### src/shared/dpsl_pkg.sv
package dpsl_pkg;

	// ----------------------------------------
	// Latch and vote
	// ----------------------------------------
	localparam int          KEY_BITS     = 32;
	localparam int          VOTE_MIN_DEF = 28;
	localparam int          PROT_BITS    = 2;
	localparam logic [1:0]  PROT_NONE    = 2'h0;
	localparam logic [31:0] VOLATILE_RST = 32'h0000_0000;

	// ----------------------------------------
	// Timing
	// ----------------------------------------
	localparam int CLK_PERIOD_NS = 8;
	localparam int KEY_WINDOW_NS = 8000;
	localparam int WINDOW_CYCLES = KEY_WINDOW_NS / CLK_PERIOD_NS;
	localparam int WIN_CNT_BITS  = 10;
	localparam int ACQ_SEQ_BITS  = 16;

	// ----------------------------------------
	// Pins claimed per interface
	// ----------------------------------------
	localparam logic [3:0] PINS_JTAG_BASE  = 4'h4;
	localparam logic [3:0] PINS_JTAG_TRST  = 4'h5;
	localparam logic [3:0] PINS_SWD        = 4'h2;
	localparam logic [3:0] PINS_WIRE_TRACE = 4'h1;
	localparam logic [3:0] PINS_TRACE      = 4'h5;

	// ----------------------------------------
	// Types
	// ----------------------------------------
	typedef enum logic [2:0] {
		OP_NOP        = 3'h0,
		OP_ERASE      = 3'h1,
		OP_PROGRAM    = 3'h2,
		OP_VERIFY     = 3'h3,
		OP_SET_PROT   = 3'h4,
		OP_KEY_LOAD   = 3'h5,
		OP_KEY_COMMIT = 3'h6,
		OP_LATCH_READ = 3'h7
	} dpsl_op_e;

	typedef enum logic [0:0] {
		ACQ_OPEN   = 1'h0,
		ACQ_CLOSED = 1'h1
	} dpsl_acq_e;

	typedef struct packed {
		logic        valid;
		dpsl_op_e    op;
		logic        blockScope;
		logic [31:0] data;
	} dpsl_cmd_s;

	typedef struct packed {
		logic        done;
		logic        granted;
		logic [31:0] data;
	} dpsl_resp_s;

	typedef struct packed {
		logic jtag;
		logic swd;
		logic swdOnUsb;
		logic wireTrace;
		logic trace;
	} dpsl_ports_s;

endpackage

### src/hw/dpsl_top.sv
`timescale 1ns/100ps
module dpsl_top #(
	parameter logic [31:0] KEY_PATTERN  = 32'h3A6C_95E1, // Arbitrary value
	parameter logic [15:0] ACQ_SEQUENCE = 16'hB4D2,
	parameter int          VOTE_MIN     = dpsl_pkg::VOTE_MIN_DEF
)(
	input  wire logic                 clk,
	input  wire logic                 rst_b,
	input  wire logic                 nvLoad,
	input  wire logic [31:0]          nvLoadBits,
	input  wire logic [1:0]           nvLoadProt,
	input  wire dpsl_pkg::dpsl_cmd_s  cmdIn,
	input  wire logic [2:0]           blockPermit,
	input  wire logic                 fwJtagEnable,
	input  wire logic                 jtagTrstUsed,
	input  wire logic                 fwWireTraceEnable,
	input  wire logic                 fwTraceEnable,
	input  wire logic                 swdDisable,
	input  wire logic                 acqBitValid,
	input  wire logic                 acqBit,
	input  wire logic                 acqPairUsb,
	output dpsl_pkg::dpsl_resp_s      respOut,
	output dpsl_pkg::dpsl_ports_s     portsOut,
	output logic [3:0]                pinsUsed,
	output logic                      lockActive,
	output logic                      latchVote,
	output logic [1:0]                protLevel
);

	// ----------------------------------------
	// Elaboration checks
	// ----------------------------------------
	if (VOTE_MIN < 1 || VOTE_MIN > dpsl_pkg::KEY_BITS)
	begin : g_bad_vote
		$error("VOTE_MIN out of range");
	end
	if (dpsl_pkg::WINDOW_CYCLES > (1 << dpsl_pkg::WIN_CNT_BITS))
	begin : g_bad_window
		$error("Key window too long for counter");
	end

	// ----------------------------------------
	// Functions
	// ----------------------------------------
	function automatic logic voteMatch(input logic [31:0] bits);
		logic [5:0] hits;
		hits = 6'h00;
		for (int i = 0; i < dpsl_pkg::KEY_BITS; i++)
		begin
			hits = hits + {5'h00, ~(bits[i] ^ KEY_PATTERN[i])};
		end
		return hits >= 6'(VOTE_MIN);
	endfunction

	function automatic logic [3:0] pinCount(input dpsl_pkg::dpsl_ports_s p, input logic trst);
		logic [3:0] n;
		n = 4'h0;
		if (p.jtag)
		begin
			n = trst ? dpsl_pkg::PINS_JTAG_TRST : dpsl_pkg::PINS_JTAG_BASE;
		end
		if (p.swd)
		begin
			n = n + dpsl_pkg::PINS_SWD;
		end
		if (p.wireTrace)
		begin
			n = n + dpsl_pkg::PINS_WIRE_TRACE;
		end
		if (p.trace)
		begin
			n = n + dpsl_pkg::PINS_TRACE;
		end
		return n;
	endfunction

	// ----------------------------------------
	// State
	// ----------------------------------------
	logic [31:0]           nvCells_ff;
	logic [31:0]           nxt_nvCells;
	logic [1:0]            protLevel_ff;
	logic [1:0]            nxt_protLevel;
	logic [31:0]           volatile_ff;
	logic [31:0]           nxt_volatile;
	logic                  lockSampled_ff;
	logic                  latchVote_ff;
	logic                  nxt_latchVote;
	dpsl_pkg::dpsl_resp_s  resp_ff;
	dpsl_pkg::dpsl_resp_s  nxt_resp;
	dpsl_pkg::dpsl_ports_s ports_ff;
	dpsl_pkg::dpsl_ports_s nxt_ports;
	logic [3:0]            pins_ff;
	logic [3:0]            nxt_pins;
	dpsl_pkg::dpsl_acq_e   acqState_ff;
	dpsl_pkg::dpsl_acq_e   nxt_acqState;
	logic [9:0]            winCnt_ff;
	logic [9:0]            nxt_winCnt;
	logic [15:0]           acqShift_ff;
	logic [15:0]           nxt_acqShift;
	logic                  latchLive;
	logic                  hostAccess;
	logic                  cmdGo;
	logic                  keyWriteOk;
	logic                  devErase;
	logic [15:0]           seqNext;
	logic                  acqHit;

	assign latchLive  = voteMatch(nvCells_ff);
	assign hostAccess = !lockSampled_ff && (ports_ff.jtag || ports_ff.swd);
	assign cmdGo      = rst_b && cmdIn.valid && hostAccess;
	assign keyWriteOk = (protLevel_ff == dpsl_pkg::PROT_NONE) && !latchLive;
	assign devErase   = cmdGo && (cmdIn.op == dpsl_pkg::OP_ERASE) && !cmdIn.blockScope;
	assign seqNext    = {acqShift_ff[14:0], acqBit};
	assign acqHit     = (acqState_ff == dpsl_pkg::ACQ_OPEN) && acqBitValid
		&& (seqNext == ACQ_SEQUENCE) && !lockSampled_ff;

	// ----------------------------------------
	// Nonvolatile cells and protection
	// ----------------------------------------
	always_comb
	begin
		nxt_nvCells   = nvCells_ff;
		nxt_protLevel = protLevel_ff;
		if (nvLoad)
		begin
			nxt_nvCells   = nvLoadBits;
			nxt_protLevel = nvLoadProt;
		end
		else if (cmdGo)
		begin
			case (cmdIn.op)
				dpsl_pkg::OP_ERASE:
				begin
					if (!cmdIn.blockScope)
					begin
						nxt_protLevel = dpsl_pkg::PROT_NONE;
					end
				end
				dpsl_pkg::OP_SET_PROT:
				begin
					if (cmdIn.data[1:0] >= protLevel_ff)
					begin
						nxt_protLevel = cmdIn.data[1:0];
					end
				end
				dpsl_pkg::OP_KEY_COMMIT:
				begin
					if (keyWriteOk)
					begin
						nxt_nvCells = volatile_ff;
					end
				end
				default:
				begin
				end
			endcase
		end
	end

	always_ff @(posedge clk)
	begin
		nvCells_ff   <= nxt_nvCells;
		protLevel_ff <= nxt_protLevel;
	end

	// ----------------------------------------
	// Commands, ports, acquisition
	// ----------------------------------------
	always_comb
	begin
		nxt_volatile  = volatile_ff;
		nxt_resp      = '0;
		nxt_latchVote = latchLive;
		if (cmdIn.valid)
		begin
			nxt_resp.done = 1'b1;
		end
		if (cmdGo)
		begin
			case (cmdIn.op)
				dpsl_pkg::OP_ERASE:
				begin
					nxt_resp.granted = cmdIn.blockScope ? blockPermit[0] : 1'b1;
				end
				dpsl_pkg::OP_PROGRAM:
				begin
					nxt_resp.granted = cmdIn.blockScope ? blockPermit[1] : 1'b1;
				end
				dpsl_pkg::OP_VERIFY:
				begin
					nxt_resp.granted = cmdIn.blockScope ? blockPermit[2] : 1'b1;
				end
				dpsl_pkg::OP_SET_PROT:
				begin
					nxt_resp.granted = cmdIn.data[1:0] >= protLevel_ff;
				end
				dpsl_pkg::OP_KEY_LOAD:
				begin
					nxt_resp.granted = keyWriteOk;
					if (keyWriteOk)
					begin
						nxt_volatile = cmdIn.data;
					end
				end
				dpsl_pkg::OP_KEY_COMMIT:
				begin
					nxt_resp.granted = keyWriteOk;
				end
				dpsl_pkg::OP_LATCH_READ:
				begin
					nxt_resp.granted = ports_ff.swd;
					nxt_resp.data    = ports_ff.swd ? nvCells_ff : 32'h0000_0000;
				end
				default:
				begin
				end
			endcase
		end

		nxt_acqShift = acqBitValid ? seqNext : acqShift_ff;
		nxt_winCnt   = winCnt_ff;
		nxt_acqState = acqState_ff;
		case (acqState_ff)
			dpsl_pkg::ACQ_OPEN:
			begin
				if (winCnt_ff == 10'(dpsl_pkg::WINDOW_CYCLES - 1))
				begin
					nxt_acqState = dpsl_pkg::ACQ_CLOSED;
				end
				else
				begin
					nxt_winCnt = winCnt_ff + 10'h001;
				end
			end
			default:
			begin
				nxt_acqState = dpsl_pkg::ACQ_CLOSED;
			end
		endcase

		nxt_ports          = ports_ff;
		nxt_ports.swd      = acqHit || (ports_ff.swd && !swdDisable);
		nxt_ports.swdOnUsb = acqHit ? acqPairUsb : ports_ff.swdOnUsb;
		nxt_ports.jtag     = fwJtagEnable && !(nxt_ports.swd && !nxt_ports.swdOnUsb);
		nxt_ports.wireTrace = fwWireTraceEnable && !nxt_ports.jtag;
		nxt_ports.trace    = fwTraceEnable;
		if (lockSampled_ff)
		begin
			nxt_ports = '0;
		end
		nxt_pins = pinCount(nxt_ports, jtagTrstUsed);
	end

	always_ff @(posedge clk)
	begin
		if (!rst_b)
		begin
			lockSampled_ff <= latchLive;
			latchVote_ff   <= 1'b0;
			volatile_ff    <= dpsl_pkg::VOLATILE_RST;
			resp_ff        <= '0;
			ports_ff       <= '0;
			pins_ff        <= 4'h0;
			acqState_ff    <= dpsl_pkg::ACQ_OPEN;
			winCnt_ff      <= 10'h000;
			acqShift_ff    <= 16'h0000;
		end
		else
		begin
			latchVote_ff <= nxt_latchVote;
			volatile_ff  <= nxt_volatile;
			resp_ff      <= nxt_resp;
			ports_ff     <= nxt_ports;
			pins_ff      <= nxt_pins;
			acqState_ff  <= nxt_acqState;
			winCnt_ff    <= nxt_winCnt;
			acqShift_ff  <= nxt_acqShift;
		end
	end

	assign respOut    = resp_ff;
	assign portsOut   = ports_ff;
	assign pinsUsed   = pins_ff;
	assign lockActive = lockSampled_ff;
	assign latchVote  = latchVote_ff;
	assign protLevel  = protLevel_ff;
endmodule

### config.mk
export PLATFORM = sky130hd
export DESIGN_NAME = dpsl_top
export DESIGN_NICKNAME = d
export VERILOG_FILES = /design/src/shared/dpsl_pkg.sv /design/src/hw/dpsl_top.sv
export SDC_FILE = /design/constraint.sdc
export NUM_CORES = 1
export LEC_CHECK = 0
export BUFFER_PORTS_ARGS = -buffer_cell sky130_fd_sc_hd__buf_2
export CAP_MARGIN = 0
export CORE_MARGIN = 1
export CORE_UTILIZATION = 59
export DETAILED_ROUTE_END_ITERATION = 10
export PLACE_DENSITY = 0.81
export SETUP_SLACK_MARGIN = 0.02
export SYNTH_ARGS = -nofsm -noshare
export SYNTH_HDL_FRONTEND = slang
export SYNTH_SLANG_ARGS = --single-unit
### constraint.sdc
create_clock -name clk -period 12 [get_ports clk]
set_clock_uncertainty 0.1 [all_clocks]
set_input_delay 3 -clock clk [delete_from_list [all_inputs] [get_ports clk]]
set_output_delay 3 -clock clk [all_outputs]
set_load 0.005 [all_outputs]
==> impl_metrics.env <==
export IMPL_row_count=37
export IMPL_irDropWorstVdd_uv=139
export IMPL_grtUsageMet2=0.427
export IMPL_cts_max_path_buffers=2
export IMPL_synth_cells=586
export IMPL_pin_count=132
export IMPL_gp_congestion=0.861
export IMPL_cpMostUsedCell="fa_1"
export IMPL_reg2regPathDepth=16
export IMPL_status="completed"
export IMPL_syn_nets=707
export IMPL_min_delay_path_depth=2
export IMPL_worstReg2RegStart="nvCells_ff[0]$_DFFE_PP_"
export IMPL_grt_pass1_vias=4595
export IMPL_cts_sinks=137
export IMPL_crit_chain="inv_1, fa_1, inv_1, fa_1, fa_1, fa_1, fa_1, inv_1, fa_1, inv_1, ha_1, a211oi_1, nor2_1, o21ai_0, nand3_2, mux2i_1"
export IMPL_insertion_delay_ns=0.53
export IMPL_antenna_found_initial=1
export IMPL_use_met3=0.0683
export IMPL_die_h_um=104
export IMPL_cap_violations=0
export IMPL_ys_ff_latch=137
export IMPL_min_delay_start="volatile_ff[13]$_SDFFE_PN0P_"
export IMPL_cts_resized=0
export IMPL_synth_edf_count=35
export IMPL_setup_ws_ns=5.68
export IMPL_final_common_cell="buf_2"
export IMPL_reg2reg_slack_ns=5.68
export IMPL_startpoint="nvCells_ff[0]$_DFFE_PP_"
export IMPL_worst_pin_slew_ns=1.16
export IMPL_cts_clk_slew_worst_paths_ns=0.06
export IMPL_cts_root_buffer="clkbuf_8"
export IMPL_die_area_um2=10900
export IMPL_min_to="volatile_ff[13]$_SDFFE_PN0P_"
export IMPL_final_cell_mix="buf_2 (131), dfxtp_1 (102), nand2_1 (71)"
export IMPL_dpl_cell_area_um2=6940
export IMPL_ant_nets=0
export IMPL_synth_seq_area_share=0.499
export IMPL_cts_tree="yes"
export IMPL_fin_crit_ns=6.32
export IMPL_cts_hold_buffers=0
export IMPL_grt_max_degree=58
export IMPL_fin_tns_setup_ns=0
export IMPL_area_delta_synth_final_pct=21.1
export IMPL_core_area_um2=10200
export IMPL_async_reset_ff_frac=0
export IMPL_postCtsSetupBuffers=0
export IMPL_grtUsageMet1=0.318
export IMPL_die_w_um=104
export IMPL_slew_violations=0
export IMPL_hold_viol_final=0
export IMPL_path_class="reg2reg"
export IMPL_fillCellCount=716
export IMPL_viasPerCell=5.33
export IMPL_power_density_nw_per_um2=182
export IMPL_finalPower_mw=1.37
export IMPL_crit_slowest_cell="nand3_2"
export IMPL_drt_iter0_drc=294
export IMPL_htree_levels=4
export IMPL_start_util=0.606
export IMPL_nNetsFinal=833
export IMPL_fin_crit_sh=0.526
export IMPL_layout_drive_gt1_share=0.279
export IMPL_grt_use_total=0.261
export IMPL_worstPathArrival_ns=6.65
export IMPL_wl_um=13300
export IMPL_critical_path_max_stage_delay_ns=0.93
export IMPL_syn_avg_cell_area_um2=10.6
export IMPL_cts_buffers=17
export IMPL_synth_cell_types=54
export IMPL_worst_endpoint_required_ns=12.33
export IMPL_num_vias=4598
export IMPL_portBuffers=131
export IMPL_startpoint_type="flop"
export IMPL_power_leakage_nw=3.56
export IMPL_timing_fmax_ghz=0.158
export IMPL_r2r_end="volatile_ff[29]$_SDFFE_PN0P_"
export IMPL_maxSlewHeadroom=0.225
export IMPL_overflow=0
export IMPL_syn_area_um2=6200
export IMPL_finalSetupViolations=0
export IMPL_grt_pass1_wl_um=21700
export IMPL_yosysWarningCount=0
export IMPL_place_inst=829
export IMPL_synth_top_flop_cell="dfxtp_1"
export IMPL_place_hpwl_um=9110
export IMPL_route_detailed_drc=0
export IMPL_dp_slack_ns=5.63
export IMPL_layoutNonFillerInstCount=862
export IMPL_cp_max_fo=32
export IMPL_rsz0062_at_grt="no"
export IMPL_grt_busiest_layer="met2"
export IMPL_drtPass1Iterations=7
export IMPL_wire_per_inst_um=15.4
export IMPL_worstSetupEndpointType="flop"
export IMPL_fin_area_um2=7500
export IMPL_hold_class="reg2reg"
==> worst max-delay path by stage <==
stage	cells past startpoint	endpoint	slack, ns
global placement	7	volatile_ff[15]$_SDFFE_PN0P_	5.83
finish	16	volatile_ff[29]$_SDFFE_PN0P_	5.68
detailed placement	7	volatile_ff[23]$_SDFFE_PN0P_	5.63
CTS	16	volatile_ff[29]$_SDFFE_PN0P_	5.68
floorplan	13	pinsUsed[2]$_SDFF_PN0_	6.14
global route	16	volatile_ff[29]$_SDFFE_PN0P_	5.31
==> metal layers <==
metal	part of all wire	wire (um)
met3	0.055	731
met1	0.43	5700
met5	0	0
met2	0.48	6430
met4	0.033	435
==> per-stage QoR <==
step           hold WS, ns   util
3_3_place_gp         0.342  0.679
5_1_grt              0.379  0.733
6_report             0.355  0.733
4_1_cts              0.359  0.733
3_5_place_dp         0.350  0.679
2_1_floorplan        0.335      -
==> kinds of logic (layout without fill, tap and decap cells) <==
family,Yosys count,count (layout),share of synthesized area
other,0,1,0
buffers and inverters,97,236,0.0590
AO/OA/AOI/OAI,41,41,0.0464
AND/OR/NAND/NOR,186,186,0.145
multiplexers,81,81,0.137
XOR/XNOR,8,8,0.0113
adder cells (fa/ha/maj),36,36,0.102
flip-flops,137,137,0.499
==> registers in the layout, summed over array words and instances, names as in the netlist <==
signal / cells
acqShift_ff: 15
acqState_ff: 1
latchVote: 1
lockActive: 1
nvCells_ff: 32
pinsUsed: 4
portsOut: 5
protLevel: 2
respOut: 34
volatile_ff: 32
winCnt_ff: 10
==> cells in the mapped netlist, drive strengths merged (2+ instances only) <==
cell type    n  area [um2]
edfxtp      35        1050
xnor2        7        61.3
nor3b        3        22.5
mux2        32         360
nor3        30         150
buf          6        22.5
a21boi       2        15.0
o211ai       3        22.5
nand3        6        30.0
nand3b       2        15.0
nor4         2        12.5
and3         2        12.5
inv         71         267
or4b         2        23.8
dfxtp      102        2040
clkbuf      20        76.3
mux2i       49         490
ha          12         150
nand4        2        12.5
nand2b       7        43.8
and2        14        87.6
nor2        32         120
a31oi        2        12.5
a21oi        6        30.0
nand2       71         267
nand4b       2        17.5
o21ai       12        60.1
nor2b        4        25.0
or3          2        13.8
fa          24         480
o31ai        3        22.5
==> power by group <==
part | switching [mW] | internal, mW | leakage (nW)
combinational | 0.222 | 0.157 | 2.12
sequential | 0.00939 | 0.492 | 1.18
clock | 0.209 | 0.278 | 0.257
==> layout make-up <==
| type | count | area [um2] | area share |
|---|---|---|---|
| Tap cell | 136 | 170 | 0.0227 |
| Sequential cell | 137 | 3090 | 0.412 |
| Inverter | 71 | 267 | 0.0355 |
| Antenna cell | 1 | 2.50 | 0.000333 |
| Clock inverter | 15 | 144 | 0.0192 |
| Clock buffer | 17 | 414 | 0.0552 |
| Multi-Input combinational cell | 352 | 2740 | 0.366 |
| Timing Repair Buffer | 133 | 671 | 0.0894 |
==> critical path, delay by kind of cell (launching register included) <==
family,cells,cell delay [ns]
adders and majority gates,7,3.39
and+or+nand+nor,2,1.01
AOI/OAI and AO/OA,2,0.65
muxes,1,0.47
DFF,1,0.32
buffers and inverters,4,0.25
Power figures use the tool's default switching activity.
